===== src/pkg/gpio_ef_pkg.sv =====
// Package with register map, field positions, reset values and carriers for ports E and F.
`default_nettype none
package gpio_ef_pkg;

   // Register indices on the plain register port.
   localparam logic [3:0] ADDR_E_DIR      = 4'h0;
   localparam logic [3:0] ADDR_E_PINS     = 4'h1;
   localparam logic [3:0] ADDR_E_LAT      = 4'h2;
   localparam logic [3:0] ADDR_MEM_CTL    = 4'h3;
   localparam logic [3:0] ADDR_SP_CTL     = 4'h4;
   localparam logic [3:0] ADDR_F_DIR      = 4'h5;
   localparam logic [3:0] ADDR_F_PINS     = 4'h6;
   localparam logic [3:0] ADDR_F_LAT      = 4'h7;
   localparam logic [3:0] ADDR_ANALOG_CFG = 4'h8;
   localparam logic [3:0] ADDR_CMP_CTL    = 4'h9;
   localparam logic [3:0] ADDR_CMP_REF    = 4'ha;
   localparam logic [3:0] ADDR_SLAVE_DATA = 4'hb;
   localparam logic [3:0] ADDR_DEV_CFG    = 4'hc;

   // Field positions.
   localparam int MEM_BUS_DIS_BIT = 7;
   localparam int SP_IN_FULL_BIT  = 7;
   localparam int SP_OUT_FULL_BIT = 6;
   localparam int SP_OVERRUN_BIT  = 5;
   localparam int SP_MODE_BIT     = 4;
   localparam int CMP_TWO_OUT_BIT = 7;
   localparam int CMP_ONE_OUT_BIT = 6;
   localparam int CFG_UC_MODE_BIT = 0;
   localparam int CFG_RELOC_BIT   = 1;
   localparam int CFG_CCP_E7_BIT  = 2;
   localparam int E_READ_BIT      = 0;
   localparam int E_WRITE_BIT     = 1;
   localparam int E_SELECT_BIT    = 2;
   localparam int E_PWM_C_BIT     = 5;
   localparam int E_PWM_B_BIT     = 6;
   localparam int E_CCP_BIT       = 7;
   localparam int F_CMP_TWO_BIT   = 1;
   localparam int F_CMP_ONE_BIT   = 2;
   localparam int F_SELECT_BIT    = 7;
   localparam int F_FIRST_CHAN    = 5;

   // Writable masks and reset values.
   localparam logic [7:0] MEM_CTL_WMASK   = 8'hb3;
   localparam logic [7:0] ANALOG_CFG_MASK = 8'h3f;
   localparam logic [7:0] CMP_CTL_WMASK   = 8'h3f;
   localparam logic [7:0] CMP_IN_PINS     = 8'h78;
   localparam logic [7:0] DIR_RST         = 8'hff;
   localparam logic [7:0] ZERO_RST        = 8'h00;
   localparam logic [7:0] DEV_CFG_RST     = 8'h01;
   localparam logic [2:0] CMP_MODE_OFF    = 3'h7;
   localparam logic [2:0] CMP_MODE_OUT    = 3'h6;
   localparam logic [3:0] PCFG_TOP        = 4'hf;

   // Software-visible register state.
   typedef struct packed {
      logic [7:0] eDir;
      logic [7:0] eLat;
      logic [7:0] memCtl;
      logic [7:0] spCtl;
      logic [7:0] fDir;
      logic [7:0] fLat;
      logic [7:0] anCfg;
      logic [7:0] cmpCtl;
      logic [7:0] cmpRef;
      logic [7:0] slaveIn;
      logic [7:0] slaveOut;
      logic [7:0] devCfg;
   } regs_t;

   // Drive of one 8-bit port.
   typedef struct packed {
      logic [7:0] out;
      logic [7:0] oe;
   } pin_drive_t;

endpackage : gpio_ef_pkg
`default_nettype wire


===== src/verilog/pin_sync.sv =====
// Two-flop synchroniser for a group of pin inputs.
`default_nettype none
`timescale 1ns/10ps
module pin_sync #(
   parameter int WIDTH = 8
) (
   input  wire logic             ref_clk,
   input  wire logic             resetn,
   input  wire logic [WIDTH-1:0] async,
   output logic      [WIDTH-1:0] synced
);

   logic [WIDTH-1:0] stage1_q;
   logic [WIDTH-1:0] stage2_q;

   // The first stage feeds only the second, to keep metastability out of the logic.
   always_ff @(posedge ref_clk) begin
      if (!resetn) begin
         stage1_q <= '0;
         stage2_q <= '0;
      end else begin
         stage1_q <= async;
         stage2_q <= stage1_q;
      end
   end

   assign synced = stage2_q;

endmodule : pin_sync
`default_nettype wire


===== src/verilog/gpio_pin_mux.sv =====
// Per-bit mux between the port latch and an alternate function for one port.
`default_nettype none
`timescale 1ns/10ps
module gpio_pin_mux (
   input  wire logic [7:0]               lat,
   input  wire logic [7:0]               dir,
   input  wire logic [7:0]               altEn,
   input  wire logic [7:0]               altOut,
   input  wire logic [7:0]               altOe,
   output gpio_ef_pkg::pin_drive_t       drive
);

   // A set direction bit releases the pin; an active alternate function overrides both.
   for (genvar i = 0; i < 8; i++) begin : g_bit
      assign drive.out[i] = altEn[i] ? altOut[i] : lat[i];
      assign drive.oe[i]  = altEn[i] ? altOe[i] : ~dir[i];
   end

endmodule : gpio_pin_mux
`default_nettype wire


===== src/verilog/gpio_ports_e_f.sv =====
// Ports E and F: registers, pin muxing and the slave port strobe logic.
`default_nettype none
`timescale 1ns/10ps
module gpio_ports_e_f (
   input  wire logic       ref_clk,
   input  wire logic       resetn,
   input  wire logic [3:0] regAddr,
   input  wire logic [7:0] regWrData,
   input  wire logic       regWr,
   input  wire logic       regRd,
   output logic      [7:0] regRdData,
   input  wire logic [7:0] portEIn,
   output logic      [7:0] portEOut,
   output logic      [7:0] portEOe,
   input  wire logic [7:0] portFIn,
   output logic      [7:0] portFOut,
   output logic      [7:0] portFOe,
   input  wire logic [7:0] slaveDataIn,
   output logic      [7:0] slaveDataOut,
   output logic            slaveDataOe,
   input  wire logic [7:0] extBusOut,
   input  wire logic       extBusOe,
   output logic      [7:0] extBusIn,
   output logic            extBusActive,
   input  wire logic       pwmEnable,
   input  wire logic       pwmB,
   input  wire logic       pwmC,
   input  wire logic       ccpOut,
   input  wire logic       ccpOe,
   output logic            ccpIn,
   input  wire logic       cmpOneResult,
   input  wire logic       cmpTwoResult,
   output logic            serialSelectN
);

   gpio_ef_pkg::regs_t      regs_q;
   gpio_ef_pkg::regs_t      regs_d;
   gpio_ef_pkg::pin_drive_t eDrive;
   gpio_ef_pkg::pin_drive_t fDrive;
   gpio_ef_pkg::pin_drive_t eDrive_q;
   gpio_ef_pkg::pin_drive_t fDrive_q;
   logic [7:0] rdData_q;
   logic [7:0] rdData_d;
   logic [7:0] ePins;
   logic [7:0] fPins;
   logic [7:0] dPins;
   logic [7:0] fDigital;
   logic [7:0] fRead;
   logic [7:0] eAltEn;
   logic [7:0] eAltOut;
   logic [7:0] eAltOe;
   logic [7:0] fAltEn;
   logic [7:0] fAltOut;
   logic [7:0] fAltOe;
   logic [7:0] wrHold_q;
   logic [7:0] wrHold_d;
   logic       wrAct_q;
   logic       rdAct_q;
   logic       busActive;
   logic       slaveMode;
   logic       cmpOn;
   logic       cmpOutMode;
   logic       wrAct;
   logic       rdAct;
   logic       wrEnd;
   logic       rdEnd;
   logic [3:0] pcfg;

   // Every pin input crosses into the clock domain before any logic looks at it.
   pin_sync #(.WIDTH(8)) u_sync_e (
      .ref_clk (ref_clk),
      .resetn  (resetn),
      .async   (portEIn),
      .synced  (ePins)
   );

   pin_sync #(.WIDTH(8)) u_sync_f (
      .ref_clk (ref_clk),
      .resetn  (resetn),
      .async   (portFIn),
      .synced  (fPins)
   );

   pin_sync #(.WIDTH(8)) u_sync_d (
      .ref_clk (ref_clk),
      .resetn  (resetn),
      .async   (slaveDataIn),
      .synced  (dPins)
   );

   // Mode decode from the control registers.
   assign busActive  = ~regs_q.memCtl[gpio_ef_pkg::MEM_BUS_DIS_BIT];
   assign slaveMode  = regs_q.spCtl[gpio_ef_pkg::SP_MODE_BIT]
                       & regs_q.devCfg[gpio_ef_pkg::CFG_UC_MODE_BIT]
                       & ~busActive;
   assign cmpOn      = regs_q.cmpCtl[2:0] != gpio_ef_pkg::CMP_MODE_OFF;
   assign cmpOutMode = regs_q.cmpCtl[2:0] == gpio_ef_pkg::CMP_MODE_OUT;
   assign pcfg       = regs_q.anCfg[3:0];

   // Host strobes are only honoured while chip select is low.
   assign rdAct = slaveMode & ~ePins[gpio_ef_pkg::E_SELECT_BIT]
                  & ~ePins[gpio_ef_pkg::E_READ_BIT];
   assign wrAct = slaveMode & ~ePins[gpio_ef_pkg::E_SELECT_BIT]
                  & ~ePins[gpio_ef_pkg::E_WRITE_BIT];
   assign wrEnd = wrAct_q & ~wrAct;
   assign rdEnd = rdAct_q & ~rdAct;

   // Port E alternate functions, highest priority first: bus, slave strobes, PWM, capture.
   always_comb begin
      eAltEn  = 8'h00;
      eAltOut = 8'h00;
      eAltOe  = 8'h00;
      if (busActive) begin
         eAltEn  = 8'hff;
         eAltOut = extBusOut;
         eAltOe  = {8{extBusOe}};
      end else begin
         if (slaveMode) begin
            eAltEn[2:0] = 3'h7;
         end
         if (pwmEnable && !regs_q.devCfg[gpio_ef_pkg::CFG_RELOC_BIT]) begin
            eAltEn[gpio_ef_pkg::E_PWM_C_BIT]  = 1'b1;
            eAltEn[gpio_ef_pkg::E_PWM_B_BIT]  = 1'b1;
            eAltOut[gpio_ef_pkg::E_PWM_C_BIT] = pwmC;
            eAltOut[gpio_ef_pkg::E_PWM_B_BIT] = pwmB;
            eAltOe[gpio_ef_pkg::E_PWM_C_BIT]  = 1'b1;
            eAltOe[gpio_ef_pkg::E_PWM_B_BIT]  = 1'b1;
         end
         if (regs_q.devCfg[gpio_ef_pkg::CFG_UC_MODE_BIT]
             && regs_q.devCfg[gpio_ef_pkg::CFG_CCP_E7_BIT]) begin
            eAltEn[gpio_ef_pkg::E_CCP_BIT]  = 1'b1;
            eAltOut[gpio_ef_pkg::E_CCP_BIT] = ccpOut;
            eAltOe[gpio_ef_pkg::E_CCP_BIT]  = ccpOe;
         end
      end
   end

   // Port F alternate outputs: the two comparator results.
   always_comb begin
      fAltEn  = 8'h00;
      fAltOut = 8'h00;
      fAltOe  = 8'h00;
      if (cmpOutMode) begin
         fAltEn[gpio_ef_pkg::F_CMP_TWO_BIT]  = 1'b1;
         fAltEn[gpio_ef_pkg::F_CMP_ONE_BIT]  = 1'b1;
         fAltOut[gpio_ef_pkg::F_CMP_TWO_BIT] = cmpTwoResult;
         fAltOut[gpio_ef_pkg::F_CMP_ONE_BIT] = cmpOneResult;
         fAltOe[gpio_ef_pkg::F_CMP_TWO_BIT]  = 1'b1;
         fAltOe[gpio_ef_pkg::F_CMP_ONE_BIT]  = 1'b1;
      end
   end

   // Analog pins read as zero; a channel is analog while it lies below the config limit.
   for (genvar i = 0; i < 8; i++) begin : g_fdig
      if (i == gpio_ef_pkg::F_SELECT_BIT) begin : g_plain
         assign fDigital[i] = 1'b1;
      end else begin : g_chan
         assign fDigital[i] = (5'(i + gpio_ef_pkg::F_FIRST_CHAN)
                               >= 5'(gpio_ef_pkg::PCFG_TOP - pcfg))
                              & ~(cmpOn & gpio_ef_pkg::CMP_IN_PINS[i]);
      end
   end
   assign fRead = fPins & fDigital;

   gpio_pin_mux u_mux_e (
      .lat    (regs_q.eLat),
      .dir    (regs_q.eDir),
      .altEn  (eAltEn),
      .altOut (eAltOut),
      .altOe  (eAltOe),
      .drive  (eDrive)
   );

   gpio_pin_mux u_mux_f (
      .lat    (regs_q.fLat),
      .dir    (regs_q.fDir),
      .altEn  (fAltEn),
      .altOut (fAltOut),
      .altOe  (fAltOe),
      .drive  (fDrive)
   );

   // Register writes, slave port flags and read data. Every flag set wins over its clear.
   always_comb begin
      regs_d   = regs_q;
      rdData_d = 8'h00;
      wrHold_d = wrAct ? dPins : wrHold_q;
      if (rdEnd) begin
         regs_d.spCtl[gpio_ef_pkg::SP_OUT_FULL_BIT] = 1'b0;
      end
      if (regWr) begin
         unique case (regAddr)
            gpio_ef_pkg::ADDR_E_DIR:      regs_d.eDir = regWrData;
            gpio_ef_pkg::ADDR_E_PINS:     regs_d.eLat = regWrData;
            gpio_ef_pkg::ADDR_E_LAT:      regs_d.eLat = regWrData;
            gpio_ef_pkg::ADDR_MEM_CTL:
               regs_d.memCtl = regWrData & gpio_ef_pkg::MEM_CTL_WMASK;
            gpio_ef_pkg::ADDR_SP_CTL: begin
               regs_d.spCtl[gpio_ef_pkg::SP_MODE_BIT] = regWrData[gpio_ef_pkg::SP_MODE_BIT];
               if (!regWrData[gpio_ef_pkg::SP_OVERRUN_BIT]) begin
                  regs_d.spCtl[gpio_ef_pkg::SP_OVERRUN_BIT] = 1'b0;
               end
            end
            gpio_ef_pkg::ADDR_F_DIR:      regs_d.fDir = regWrData;
            gpio_ef_pkg::ADDR_F_PINS:     regs_d.fLat = regWrData;
            gpio_ef_pkg::ADDR_F_LAT:      regs_d.fLat = regWrData;
            gpio_ef_pkg::ADDR_ANALOG_CFG:
               regs_d.anCfg = regWrData & gpio_ef_pkg::ANALOG_CFG_MASK;
            gpio_ef_pkg::ADDR_CMP_CTL:
               regs_d.cmpCtl[5:0] = regWrData[5:0] & gpio_ef_pkg::CMP_CTL_WMASK[5:0];
            gpio_ef_pkg::ADDR_CMP_REF:    regs_d.cmpRef = regWrData;
            gpio_ef_pkg::ADDR_SLAVE_DATA: begin
               regs_d.slaveOut = regWrData;
               regs_d.spCtl[gpio_ef_pkg::SP_OUT_FULL_BIT] = 1'b1;
            end
            gpio_ef_pkg::ADDR_DEV_CFG:    regs_d.devCfg = regWrData;
            default: ;
         endcase
      end
      if (regRd) begin
         unique case (regAddr)
            gpio_ef_pkg::ADDR_E_DIR:      rdData_d = regs_q.eDir;
            gpio_ef_pkg::ADDR_E_PINS:     rdData_d = ePins;
            gpio_ef_pkg::ADDR_E_LAT:      rdData_d = regs_q.eLat;
            gpio_ef_pkg::ADDR_MEM_CTL:    rdData_d = regs_q.memCtl;
            gpio_ef_pkg::ADDR_SP_CTL:     rdData_d = regs_q.spCtl;
            gpio_ef_pkg::ADDR_F_DIR:      rdData_d = regs_q.fDir;
            gpio_ef_pkg::ADDR_F_PINS:     rdData_d = fRead;
            gpio_ef_pkg::ADDR_F_LAT:      rdData_d = regs_q.fLat;
            gpio_ef_pkg::ADDR_ANALOG_CFG: rdData_d = regs_q.anCfg;
            gpio_ef_pkg::ADDR_CMP_CTL:    rdData_d = regs_q.cmpCtl;
            gpio_ef_pkg::ADDR_CMP_REF:    rdData_d = regs_q.cmpRef;
            gpio_ef_pkg::ADDR_SLAVE_DATA: begin
               rdData_d = regs_q.slaveIn;
               regs_d.spCtl[gpio_ef_pkg::SP_IN_FULL_BIT] = 1'b0;
            end
            gpio_ef_pkg::ADDR_DEV_CFG:    rdData_d = regs_q.devCfg;
            default:                      rdData_d = 8'h00;
         endcase
      end
      // Comparator results are status and follow the comparators every cycle.
      regs_d.cmpCtl[gpio_ef_pkg::CMP_TWO_OUT_BIT] = cmpTwoResult;
      regs_d.cmpCtl[gpio_ef_pkg::CMP_ONE_OUT_BIT] = cmpOneResult;
      // The host's data is taken when its write strobe ends, as on a real latch.
      if (wrEnd) begin
         regs_d.slaveIn = wrHold_q;
         if (regs_q.spCtl[gpio_ef_pkg::SP_IN_FULL_BIT]) begin
            regs_d.spCtl[gpio_ef_pkg::SP_OVERRUN_BIT] = 1'b1;
         end
         regs_d.spCtl[gpio_ef_pkg::SP_IN_FULL_BIT] = 1'b1;
      end
   end

   // All state outside the synchronisers is registered here; extBusIn, ccpIn and serialSelectN come straight from them.
   always_ff @(posedge ref_clk) begin
      if (!resetn) begin
         regs_q.eDir     <= gpio_ef_pkg::DIR_RST;
         regs_q.eLat     <= gpio_ef_pkg::ZERO_RST;
         regs_q.memCtl   <= gpio_ef_pkg::ZERO_RST;
         regs_q.spCtl    <= gpio_ef_pkg::ZERO_RST;
         regs_q.fDir     <= gpio_ef_pkg::DIR_RST;
         regs_q.fLat     <= gpio_ef_pkg::ZERO_RST;
         regs_q.anCfg    <= gpio_ef_pkg::ZERO_RST;
         regs_q.cmpCtl   <= gpio_ef_pkg::ZERO_RST;
         regs_q.cmpRef   <= gpio_ef_pkg::ZERO_RST;
         regs_q.slaveIn  <= gpio_ef_pkg::ZERO_RST;
         regs_q.slaveOut <= gpio_ef_pkg::ZERO_RST;
         regs_q.devCfg   <= gpio_ef_pkg::DEV_CFG_RST;
         rdData_q        <= 8'h00;
         wrHold_q        <= 8'h00;
         wrAct_q         <= 1'b0;
         rdAct_q         <= 1'b0;
         eDrive_q        <= '0;
         fDrive_q        <= '0;
         extBusActive    <= 1'b0;
      end else begin
         regs_q       <= regs_d;
         rdData_q     <= rdData_d;
         wrHold_q     <= wrHold_d;
         wrAct_q      <= wrAct;
         rdAct_q      <= rdAct;
         eDrive_q     <= eDrive;
         fDrive_q     <= fDrive;
         extBusActive <= busActive;
      end
   end

   assign regRdData     = rdData_q;
   assign portEOut      = eDrive_q.out;
   assign portEOe       = eDrive_q.oe;
   assign portFOut      = fDrive_q.out;
   assign portFOe       = fDrive_q.oe;
   assign slaveDataOut  = regs_q.slaveOut;
   assign slaveDataOe   = rdAct_q;
   assign extBusIn      = ePins;
   assign ccpIn         = ePins[gpio_ef_pkg::E_CCP_BIT];
   assign serialSelectN = fPins[gpio_ef_pkg::F_SELECT_BIT];

endmodule : gpio_ports_e_f
`default_nettype wire


===== config.mk =====
export PLATFORM = sky130hd
export DESIGN_NAME = gpio_ports_e_f
export DESIGN_NICKNAME = d
export VERILOG_FILES = /design/src/pkg/gpio_ef_pkg.sv /design/src/verilog/pin_sync.sv /design/src/verilog/gpio_pin_mux.sv /design/src/verilog/gpio_ports_e_f.sv
export SDC_FILE = /design/constraint.sdc
export NUM_CORES = 1
export LEC_CHECK = 0
export BUFFER_PORTS_ARGS = -buffer_cell sky130_fd_sc_hd__buf_4
export CAP_MARGIN = 20
export CELL_PAD_IN_SITES_DETAIL_PLACEMENT = 0
export CELL_PAD_IN_SITES_GLOBAL_PLACEMENT = 2
export CORE_UTILIZATION = 32
export CTS_BUF_LIST = sky130_fd_sc_hd__clkbuf_16
export CTS_CLUSTER_DIAMETER = 150
export CTS_CLUSTER_SIZE = 24
export DETAILED_ROUTE_END_ITERATION = 8
export PLACE_DENSITY_LB_ADDON = 0.1
export SLEW_MARGIN = 20
export SYNTH_ARGS = -nofsm -noshare
export SYNTH_HDL_FRONTEND = slang
export SYNTH_SLANG_ARGS = --single-unit

===== constraint.sdc =====
create_clock -name ref_clk -period 1.5 [get_ports ref_clk]
set_clock_uncertainty 0.2 [all_clocks]
set_input_delay 0 -clock ref_clk [delete_from_list [all_inputs] [get_ports ref_clk]]
set_output_delay 0 -clock ref_clk [all_outputs]
set_load 0.03 [all_outputs]

## Yosys cells after proc, flatten, opt, wreduce, memory -nomap -nowiden

Cells that the tools add are included.

| cells by class | value |
|---|---|
| $add $sub $neg | 1 |
| magnitude comparators | 7 |
| equal/unequal tests | 14 |
| mux-type cells | 46 |
| bitwise gates (word level) | 35 |
| reductions and logical operators | 21 |

Operator list:

| kind | number |
|---|---|
| $pmux 8 s13 | 1 |
| $mux 1 | 31 |
| $reduce_and 2->1 | 13 |
| $not 1->1 | 23 |
| $eq 4x4->1 const B | 5 |
| $ge 4x5->1 const A | 4 |
| $mux 3 | 6 |
| $eq 4x3->1 const B | 4 |
| $ge 3x5->1 const A | 3 |
| $mux 2 | 6 |
| $and 1x1->1 | 11 |
| $mux 5 | 2 |
| $and 8x8->8 | 1 |
| $eq 4x2->1 const B | 2 |
| $sub 4x4->5 const A | 1 |
| $eq 4x1->1 const B | 1 |
| $logic_not 4->1 | 1 |
| $reduce_bool 2->1 | 2 |
| $reduce_or 2->1 | 2 |
| $eq 3x3->1 const B | 1 |
| $ne 3x3->1 const B | 1 |
| $logic_and 1x1->1 | 2 |
| $logic_not 1->1 | 1 |

| storage, ports and cells | value |
|---|---|
| flip-flop bits (word level) | 186 |
| bits of input ports | 56 |
| logic and storage cells | 154 |

## Logic depth before layout (Yosys ltp)

Gate-level depths: netlist (run 1).

| logic depth | value |
|---|---|
| depth after elaboration | 11 |
| depth in mapped cells | 7 |
| depth with buffers taken out | 4 |

## By module

Synthesis (run 1) repeated with hierarchy kept, for this count alone.

| second synthesis, totals | value |
|---|---|
| cells, all modules | 768 |
| area total of the unflattened synthesis | 7831.3 um2 |

By module, submodules not included:

| module | instances | cells an instance | area an instance (um2) |
|---|---|---|---|
| gpio_ports_e_f | 1 | 621 | 6100.9 |
| pin_sync | 3 | 33 | 446.7 |
| gpio_pin_mux | 2 | 24 | 195.2 |

## Least setup slack after synthesis (run 1)

No wires, ideal clock.

| path | value |
|---|---|
| kind | register -> register |
| start point | reg u_sync_e.stage2_q[2], in the netlist u_sync_e.synced[2] |
| end point | reg regs_q[16] (netlist bit) |
| library setup time | 116 ps |
| data arrival time | 1328 ps |
| data required time | 1184 ps |
| setup slack | -145 ps |
| cell stages (with the launch flop) | 5 |
| clock period less this slack | 1645 ps |
| cells stage by stage | dfxtp_1 -> nand4b_2 -> o21ai_4 -> mux2i_1 -> nor2b_1 |

| on the way | value |
|---|---|
| longest elaborated chain between the ends | 5 |

Ends and longest elaborated chain:

| element | line | RTL |
|---|---|---|
| start, declared | pin_sync.sv:14 | `logic [WIDTH-1:0] stage2_q;` |
| start signal, assigned | pin_sync.sv:23 | `stage2_q <= stage1_q;` |
| $not 1->1 | gpio_ports_e_f.sv:103 | `assign wrAct = slaveMode & ~ePins[gpio_ef_pkg::E_SELECT_BIT]` |
| $and 1x1->1 | gpio_ports_e_f.sv:103 |  |
| $and 1x1->1 | gpio_ports_e_f.sv:104 | `& ~ePins[gpio_ef_pkg::E_WRITE_BIT];` |
| $not 1->1 | gpio_ports_e_f.sv:105 | `assign wrEnd = wrAct_q & ~wrAct;` |
| $and 1x1->1 | gpio_ports_e_f.sv:105 |  |
| end signal, assigned | gpio_ports_e_f.sv:277 | `regs_q <= regs_d;` |
| end, declared | gpio_ports_e_f.sv:36 | `gpio_ef_pkg::regs_t regs_q;` |

No other way between the ends.
A chain may end at the register's enable or synchronous reset.

## Worst setup path after layout (run 1)

| path | value |
|---|---|
| start point | reg u_sync_e.stage2_q[2], in the netlist u_sync_e.synced[2] |
| end point | reg regs_q[18] (netlist bit) |

The elaborated chain is that of the path after synthesis.

==> results of run 1 <==
[metrics by stage]
| step | worst slack [ns] | utilization (%) | setup TNS (ns) | hold WS (ns) |
|---|---|---|---|---|
| floorplan | 0.000687 | - | 0 | -0.0760 |
| global placement | -0.240 | 40.3 | -2.43 | 0.00755 |
| detailed placement | -0.214 | 40.3 | -3.33 | 0.0105 |
| CTS | -0.0552 | 45.5 | -0.362 | 0.00833 |
| global route | -0.122 | 45.9 | -0.905 | 0.0494 |
| finish | -0.0392 | 45.9 | -0.244 | 0.0428 |
[layer usage]
| metal | wire [um] | vias up |
|---|---|---|
| met3 | 897 | 38 |
| met1 | 11700 | 2881 |
| met5 | 0 | - |
| met2 | 11400 | 139 |
| li1 | - | 3020 |
| met4 | 748 | 0 |
[state kept, by name, indices dropped and copies added, names as in the netlist]
| register | flops |
|---|---|
| regs_q | 75 |
| portEOe | 8 |
| portEOut | 8 |
| portFOe | 8 |
| portFOut | 8 |
| regRdData | 8 |
| slaveDataOut | 8 |
| u_sync_d.stage1_q | 8 |
| u_sync_d.synced | 8 |
| u_sync_e.stage1_q | 8 |
| u_sync_e.synced | 8 |
| u_sync_f.stage1_q | 8 |
| u_sync_f.synced | 8 |
| wrHold_q | 8 |
| pcfg | 4 |
| extBusActive | 1 |
| slaveDataOe | 1 |
| wrAct_q | 1 |
[logic make-up (layout without fill, tap and decap cells)]
family / Yosys count / count (layout) / share of synthesized area, %
and+or+nand+nor: 302 / 302 / 23.0
DFF: 186 / 186 / 50.0
buffers and inverters: 74 / 301 / 5.04
muxes: 80 / 80 / 10.9
AOI/OAI and AO/OA: 111 / 111 / 11.0
[layout make-up]
| cell class | count | area (um2) | area share [%] |
|---|---|---|---|
| multi-input combinational | 493 | 3460 | 33.2 |
| sequential | 186 | 3730 | 35.9 |
| clock inverter | 15 | 179 | 1.72 |
| tap | 285 | 357 | 3.42 |
| timing repair buffer | 262 | 2230 | 21.4 |
| inverter | 7 | 26.3 | 0.252 |
| clock buffer | 17 | 425 | 4.08 |
[cells in the final DEF, fill, tap and decap left out, types with 4 or more instances in the layout]
master and n:
a21boi_0 23, a21oi_1 7, a22o_1 5, a31o_2 4, a31oi_1 10, a32o_1 4
and2_1 61, and3_1 7, buf_12 10, buf_4 197, clkbuf_16 17, dfxtp_1 179
dfxtp_2 6, dlygate4sd3_1 53, inv_1 6, inv_8 4, mux2i_1 76, nand2_1 70
nand2b_1 12, nand3_1 28, nor2_1 20, nor2b_1 69, o21ai_0 17
[what timing repair did]
item                                   in CTS  in global routing
gates cloned                                0                  0
pin swaps                                   6                  4
setup buffers                               0                  1
resized for setup                          12                 17
endpoints found under the hold margin     131                  0
hold buffers                               53                  0
setup endpoints to repair                  14                 25
[worst max path at each step]
stage / to / cells after the start
2_1_floorplan: regs_q[16]$_SDFFE_PN0P_ / 4
3_3_place_gp: regRdData[6]$_SDFF_PN0_ / 5
3_5_place_dp: regRdData[6]$_SDFF_PN0_ / 5
4_1_cts: regs_q[18]$_SDFFE_PN0P_ / 5
5_1_grt: regs_q[18]$_SDFFE_PN0P_ / 5
6_report: regs_q[18]$_SDFFE_PN0P_ / 5
[tightest hold or removal path: stages]
cell	delay (ns)
buf_4	0.12
buf_12	0.17
buf_4	0.13
o41ai_1	0.05
o21ai_1	0.08
a31oi_1	0.08
[power groups by stage]
stage / clock network [mW] / registers, mW / logic, mW
after detailed placement: 0 / 5.25 / 1.03
final: 4.60 / 5.14 / 1.16
after CTS: 4.75 / 5.14 / 1.15
after floorplan: 0 / 5.32 / 0.455
after global placement: 0 / 5.25 / 1.03
after global routing: 4.96 / 5.15 / 1.24
==> metrics, run 1 <==
endpoints failing setup 8; Hold Path Origin regAddr[3]; Int Pwr between 8 and 9 mW; worst skew pair latency 0.44 ns; Netlist cell types 65; worst-case clock buffer depth 2; final hold violations 0; vias in the first global route around 6,000; CP top delay family flip-flops; sequential element share of the synthesized area around half; synth top area cells dfxtp_1, mux2i_1, nor2b_1; Ant. Diodes 0; Hold Crit Class in -> reg; Tcrit/Tclk final 103%; Core Area about 23,000 um2; WP buf/inv 1; Pwr Total between 10 and 15 mW; 1st-iter DRT viols about 310; crit path time final 1.54 ns; reg2reg path depth 5; Inserted Clock Buffers 17; synthesized cell area between 7000 and 8000 um2; slowest stage delay, CP approximately 0.36 ns; GRT Residual Overflow 0; FILL cells about 2,200; Sink Count ~190; area grow syn2layout 39.8%; largest net degree at the start of global routing 70; Die X ~150 um; max cap viols 0; first-pass GRT wire length around 37 mm; Synth Instances around 750; DP Wirelength approximately 18 mm; vias between 6,000 and 7,000; nets@finish 1,023; critical path cell sequence nand4b_4 > o21ai_4 > buf_12 > mux2i_1 > nor2b_1; hold path depth 6; Post-synth EDFFs 0; Switching Share roughly a quarter; power per cell area around 1000 nW/um2; R2R Path Start u_sync_e.synced[2]$_SDFF_PN0_; r2r endpoint regs_q[18]$_SDFFE_PN0P_; Slew Limit Headroom between 50% and 60%; critical-path maximum fanout 8; Via-to-Cell Ratio 4.80; M1 GR Usage ~28%; nature of the critical path endpoint register; Ports 116; RSZ-0062 raised after global routing yes; Psw between 2 and 3 mW; clock root cell clkbuf_16; Post-DP Area 9160 um2; f_max between 600 and 700 MHz; Setup Crit Path Kind reg -> reg; Synth Register Bits approximately 190; Die H between 150 and 200 um; met2 usage 34.2%; leakage 4.45 nW; routed len/inst approximately 20 um; Final GP Congestion approximately 0.87; Flop pwr share 47.1%; Most Crowded Layer GR met2; placed cells about 1,200; asr flop ratio synth 0%; CTS tree yes; failing checks negative setup slack; Die Footprint between 20,000 and 25,000 um2; combinational share of power 10.6%; top cell type's share of synthesized area between 40% and 50%; Final Max Tran Viols 0; Crit path arrival time 1.67 ns; peak supply drop roughly 0.60 mV; worst reg-to-reg setup slack -0.04 ns; synth warn 0; drt pass-1 iters 5; Clk pwr share 42.2%; Post-synth top flop dfxtp_1; leading area contributor after synthesis dfxtp_1; post-route antenna net violation count 0; most common cell in the synthesized netlist dfxtp_1; Worst-Margin Slew around 0.64 ns; WP data required approximately 1.6 ns; final instance area approximately 10,000 um2; CP startpoint kind register; Initial Util approximately a third; CP startpoint u_sync_e.synced[2]$_SDFF_PN0_; clk slew on worst S/H paths 0.08 ns; Syn Area/Cell about 9.9 um2; initial antenna violation count 1; Worst Slack Setup Final -0.0392 ns; Commonest cells post-synth dfxtp_1, mux2i_1, nand2_1, nor2b_1, and2_1; Port Buffers roughly 120; layout cells sized above 1 28.9%; Residual DRC 0; status complete, but fails checks; final cell count without fillers 1,265; Hold EP regRdData[2]$_SDFF_PN0_; Synth Net Count 809; met3 GRT Util 4.17%; # H-tree levels 4; WL final roughly 25 mm; Total GRT Usage a little over a fifth; Rows 55; slowest CP cell dfxtp_4
(Power assumes the default switching activity.)
==> run 2, diff against run 1 <==
- ABC_AREA: not set -> 1
- CORE_UTILIZATION: 32 -> 28
- SKIP_LAST_GASP: not set -> 1
==> run 2 against run 1 <==
The flow now finishes without violations. Critical endpoint is now u_sync_f.stage1_q[4]$_SDFF_PN0_. Global-route usage fell by 1.5 points. Utilization fell by 5.5 points. Cell count is 22% higher. Worst setup slack improved by 0.059 ns. Area after synthesis shrank 4.3%.
==> metrics, run 2 <==
Inserted Clock Buffers 17 (unchanged); area grow syn2layout 42.3%; Int Pwr 7.94 mW (-1.1%); CTS tree yes; Via-to-Cell Ratio 4.45 (-7.4%); setup TNS 0 ns (+0.244 ns); peak supply drop 0.693 mV (+15%); Hold Crit Class in -> reg; Worst-Margin Slew 0.543 ns (-0.0934 ns); final cell count without fillers 1,537 (+22%); 1st-iter DRT viols 505 (+63%); Switching Share 27.1% (+0.77 points); combinational share of power 10.4% (-0.2 points); Syn Area/Cell 7.32 um2 (-26%); first-pass GRT wire length 38.6 mm (+4.4%); nets@finish 1,250 (+22%); synthesized cell area 7130 um2 (-4.3%); Flop pwr share 47.4% (+0.3 points); worst-case clock buffer depth 2 (unchanged); Port Buffers 115 (unchanged); slowest CP cell dlygate4sd3_1; Sink Count 186 (unchanged); synth warn 0 (unchanged); reg2reg path depth 8 (+3); GRT Residual Overflow 0 (unchanged); fin util 40.4% (-5.5 points); Die H 162 um (+4.5%); clk slew on worst S/H paths 0.07 ns (about the same); CP startpoint kind input port; Die X 162 um (+4.5%); asr flop ratio synth 0% (unchanged); R2R Path Start regs_q[33]$_SDFFE_PN0P_; Netlist cell types 23 (-65%); FILL cells 2,673 (+22%); placed cells 1,428 (+21%); largest net degree at the start of global routing 46 (-34%); worst reg-to-reg setup slack 0.10 ns (+0.14 ns); most used cell, CP dlygate4sd3_1; Worst Slack Setup Final 0.0196 ns (+0.0588 ns); Tcrit/Tclk final 98.7% (-3.9 points); leakage 4.84 nW (+8.8%); most common cell in the synthesized netlist nand2_1; Setup Crit Path Kind in -> reg; worst skew pair latency 0.44 ns (about the same); status completed; Final Max Tran Viols 0 (unchanged); most common cell after layout, fill and taps aside nand2_1; layout cells sized above 1 19.8% (-9.1 points); Largest register FFs 75 (unchanged); r2r endpoint regRdData[5]$_SDFF_PN0_; end of the critical path u_sync_f.stage1_q[4]$_SDFF_PN0_; WP buf/inv 5 (+4); top cell type's share of synthesized area 52.2% (+2.3 points); max cap viols 0 (unchanged); Rows 58 (+5.5%); initial antenna violation count 0 (-1); CP startpoint resetn; Die Footprint 26,100 um2 (+9.2%); crit path time final 1.48 ns (-0.0588 ns); Synth Net Count 1,030 (+27%); endpoints failing setup 0 (-8); post-route antenna net violation count 0 (unchanged); power per cell area 1070 nW/um2 (+2.6%); Post-synth EDFFs 0 (unchanged); drt pass-1 iters 5 (unchanged); Crit path arrival time 1.67 ns (about the same); Total GRT Usage 19.9% (-1.5 points); RSZ-0062 raised after global routing yes; Core Area 25,100 um2 (+11%); leading area contributor after synthesis dfxtp_1; critical path cell sequence dlygate4sd3_1 > buf_6 > buf_12 > nand2_1 > dlygate4sd3_1 > inv_1; pre-CTS setup slack -0.0163 ns (+0.197 ns); WP data required 1.69 ns (+0.06 ns); final hold violations 0 (unchanged); CP top delay family buffers and inverters; Synth Instances 974 (+29%); # H-tree levels 4 (unchanged); vias 6,836 (+12%); Commonest cells post-synth nand2_1, dfxtp_1, nand3_1; Psw 2.95 mW (+2.9%); most frequent cells in the layout nand2_1, dfxtp_1, buf_4; Final GP Congestion 0.816 (-6.6%); Residual DRC 0 (unchanged); vias in the first global route 6,488 (+8.1%); Ports 116 (unchanged); Worst path depth 6 (+1); sequential element share of the synthesized area 52.2% (+2.3 points); WL final 25.5 mm (+3.0%); Largest Register regs_q; Initial Util 28.4% (-4.4 points); Synth Register Bits 186 (unchanged); Clk pwr share 42.3% (about the same); critical-path maximum fanout 42 (+34); nature of the critical path endpoint register; routed len/inst 16.6 um (-15%); f_max 676 MHz (+4.0%); DP Wirelength 18.0 mm (-0.82%); Slew Limit Headroom 63.7% (+6.2 points); slowest stage delay, CP 0.56 ns (+0.20 ns); clock root cell clkbuf_16; Ant. Diodes 0 (unchanged); synth top area cells dfxtp_1, nand2_1, nand3_1; Post-synth top flop dfxtp_1
-- run 2: cell types whose count changed after synthesis, sizes merged, moves of 70 or more --
cell,change
inv,+90
nor2b,-70
mux2i,-77
nor2,+101
nand3,+108
nand2,+188
-- run 2: area by class of cell --
cell class	count	area (um2)	area share, %
clock buffer	17	425	4.19
clock inverter	15	150	1.48
timing repair buffer	253	2230	22.0
tap	330	413	4.07
inverter	99	378	3.72
multi-input combinational	637	2820	27.8
sequential	186	3730	36.7
-- run 2: timing repair --
item | in CTS | in global routing
hold buffers | 75 | 0
setup endpoints to repair | 0 | 30
resized for setup | 0 | 16
setup buffers | 0 | 1
hold endpoints to repair | 154 | 0
-- run 2: through the flow --
stage / total power, mW / hold slack (ns) / instance area (um2)
floorplan: 5.73 / -0.102 / 7140
global placement: 6.25 / -0.0206 / 8730
detailed placement: 6.25 / -0.0153 / 8730
CTS: 11.0 / 0.00356 / 10100
global route: 11.3 / 0.0513 / 10100
finish: 10.9 / 0.0229 / 10100
-- run 2: cells by family after synthesis --
family,share of synthesized area [%]
and+or+nand+nor,30.8
DFF,52.2
buffers and inverters,8.71
AOI/OAI and AO/OA,8.25
-- run 2: routing by layer --
layer	wire, um	vias to the layer above	global-route usage, %
met4	163	0	3.82
met2	12400	126	33.6
li1	-	3514	-
met1	12200	3185	26.7
met5	0	-	0
met3	803	11	3.29
-- run 2: how the worst min path moves through the flow --
stage | from | to | slack, ns | cells after the start
after floorplan | cmpOneResult | regs_q[38]$_SDFF_PN0_ | -0.10 | 2
after global placement | slaveDataIn[4] | u_sync_d.stage1_q[4]$_SDFF_PN0_ | -0.02 | 3
after detailed placement | slaveDataIn[7] | u_sync_d.stage1_q[7]$_SDFF_PN0_ | -0.02 | 3
after CTS | regAddr[2] | regs_q[1]$_SDFFE_PN0P_ | 0.004 | 6
after global routing | regAddr[1] | regs_q[26]$_SDFFE_PN0P_ | 0.05 | 6
final | regAddr[3] | regs_q[77]$_SDFFE_PN0P_ | 0.02 | 7
-- run 2: worst reg2reg max path, cell delays in order, from the launching register on --
cell	delay [ns]
dfxtp_2	0.34
nand2_2	0.05
nor2_1	0.10
buf_4	0.13
buf_4	0.11
nand4_1	0.16
nand2_1	0.11
nor2_1	0.04
nor2_1	0.09
-- run 2: power groups by stage --
stage	registers, mW	logic [mW]	clock network (mW)
after floorplan	5.34	0.389	0
after global placement	5.28	0.970	0
after detailed placement	5.28	0.969	0
after CTS	5.16	1.12	4.71
after global routing	5.18	1.23	4.94
final	5.16	1.13	4.60
==> run 3, diff against run 2 <==
- BUFFER_PORTS_ARGS: -buffer_cell sky130_fd_sc_hd__buf_4 -> not set
- CORE_UTILIZATION: 28 -> 32
- DONT_BUFFER_PORTS: not set -> 1
==> run 3 against run 2 <==
Clock power is 7.4% lower. Count of clock-buffer cells in the layout stayed put. Worst setup slack improved by 0.027 ns. The run now ends with negative hold slack left. Total power is 4.0% lower. Register-to-register slack about the same. Non-clock buffer count fell by 51. Global-route usage is 4.1 points higher. Largest cell class unchanged. Hold slack worse by 0.048 ns. Sequential power grew 2%. First-iteration DRC count is 16% lower. Cell count decreased by 6.6%.
==> metrics, run 3 (synthesized netlist as in run 2, its figures left out) <==
worst-case clock buffer depth 2 (unchanged); critical-path maximum fanout 38 (-9.5%); Setup Crit Path Kind in -> reg; Die Footprint 22,900 um2 (-12%); Die X 151 um (-6.4%); area grow syn2layout 38.3%; nature of the critical path endpoint register; vias 6,928 (+1.3%); nets@finish 1,199 (-4.1%); Tcrit/Tclk final 96.9% (-1.8 points); final hold violations 7 (+7); most used cell, CP dlygate4sd3_1; clock root cell clkbuf_16; routed len/inst 18.6 um (+12%); post-route antenna net violation count 0 (unchanged); final instance area 9860 um2 (-2.9%); 1st-iter DRT viols 425 (-16%); Final GP Congestion 0.859 (+5.3%); clk slew on worst S/H paths 0.07 ns (about the same); leakage 4.44 nW (-8.2%); peak supply drop 0.680 mV (-1.9%); status complete, but fails checks; worst skew pair latency 0.44 ns (about the same); most common cell after layout, fill and taps aside nand2_1; setup TNS 0 ns (unchanged); Total GRT Usage 24.0% (+4.1 points); Crit path arrival time 1.64 ns (-0.03 ns); failing checks negative hold slack; CP top delay family buffers and inverters; first-pass GRT wire length 39.5 mm (+2.3%); CP startpoint kind input port; Hold Worst Slack -0.0253 ns (-0.0483 ns); Post-DP Area 7720 um2 (-12%); slowest CP cell dlygate4sd3_1; placed cells 1,256 (-12%); Final Max Tran Viols 0 (unchanged); DP Wirelength 16.7 mm (-7.2%); largest net degree at the start of global routing 68 (+48%); Inserted Clock Buffers 17 (unchanged); RSZ-0062 raised after global routing no; critical path cell sequence buf_16 > dlygate4sd3_1 > buf_12 > nand2_1 > dlygate4sd3_1 > inv_1; initial antenna violation count 0 (unchanged); WL final 26.7 mm (+4.6%); crit path time final 1.45 ns (-0.0273 ns); Hold Crit Class in -> reg; Ports 116 (unchanged); CTS tree yes; max cap viols 0 (unchanged); power per cell area 1060 nW/um2 (-1.1%); f_max 688 MHz (+1.9%); Worst-Margin Slew 0.688 ns (+0.145 ns); Rows 54 (-6.9%); WP data required 1.69 ns (about the same); fin util 45.2% (+4.8 points); final cell count without fillers 1,436 (-6.6%); most frequent cells in the layout nand2_1, dfxtp_1, dlygate4sd3_1; Residual DRC 0 (unchanged); vias in the first global route 6,465 (-0.35%); Die H 151 um (-6.4%); slowest stage delay, CP 0.62 ns (+0.06 ns); endpoints failing setup 0 (unchanged); GRT Residual Overflow 0 (unchanged); Via-to-Cell Ratio 4.82 (+8.5%); Ant. Diodes 0 (unchanged); # H-tree levels 4 (unchanged); Slew Limit Headroom 54.0% (-9.7 points); Port Buffers 0 (-100%); Sink Count 186 (unchanged); Initial Util 32.7% (+4.3 points); drt pass-1 iters 5 (unchanged); Largest Register regs_q; Largest register FFs 75 (unchanged); WP buf/inv 5 (unchanged); layout cells sized above 1 10.5% (-9.3 points); Core Area 21,800 um2 (-13%)
[run 3: cell types whose count changed in the layout (fill, tap and decap cells not counted), sizes merged]
cell and delta:
clkbuf -1, bufinv -1, inv -3, dlymetal6s4s +2, buf -116, dlygate4sd3 +64
clkinvlp +2, clkinv +2
[run 3: worst min-delay path: cells and delay by family]
kind            cells  cell delay (ns)
compound gates      1             0.05
buf+inv             1             0.16
simple gates        4             0.34
[run 3: area by class of cell]
type                            instances  area, um2
Fill cell                            2219      12000
Sequential cell                       186       3730
Multi-Input combinational cell        637       2820
Timing Repair Buffer                  202       2040
Clock buffer                           17        425
Inverter                               99        379
Tap cell                              280        350
Clock inverter                         15        115
[run 3: worst paths after layout]
path | start | end | slack [ns] | cells after the start
min reg2reg | u_sync_f.stage1_q[1]$_SDFF_PN0_ | u_sync_f.synced[1]$_SDFF_PN0_ | 0.22 | 2
min | regAddr[3] | regs_q[2]$_SDFFE_PN0P_ | -0.03 | 6
max | resetn | portFOut[4]$_SDFF_PN0_ | 0.05 | 6
max reg2reg | regs_q[33]$_SDFFE_PN0P_ | regRdData[3]$_SDFF_PN0_ | 0.10 | 8
[run 3: repair_timing]
item,in CTS,in global routing
hold endpoints to repair,186,17
endpoints found under the setup margin,0,42
gates resized for setup,0,19
setup buffers,0,1
hold buffers,144,5
[run 3: power by group]
| group | switching, mW | internal [mW] | total, mW |
|---|---|---|---|
| Combinational | 0.522 | 0.433 | 0.955 |
| Clock | 2.11 | 2.15 | 4.26 |
| Sequential | 0.163 | 5.08 | 5.25 |
| Total | 2.79 | 7.67 | 10.5 |
[run 3: per-stage QoR]
stage | setup slack (ns) | power, mW
after floorplan | 0.0250 | 5.73
after global placement | 0.0780 | 5.89
after detailed placement | 0.0333 | 5.90
after CTS | 0.00380 | 10.5
after global routing | 0.00435 | 10.8
final | 0.0469 | 10.5
[run 3: routing by layer]
metal / part of all wire [%] / routed length [um] / vias up / global-route usage (%)
li1: - / - / 3414 / -
met2: 48 / 12800 / 216 / 39.5
met1: 44 / 11800 / 3260 / 31.1
met5: 0 / 0 / - / 0
met3: 5.7 / 1530 / 38 / 5.03
met4: 2.2 / 597 / 0 / 7.75
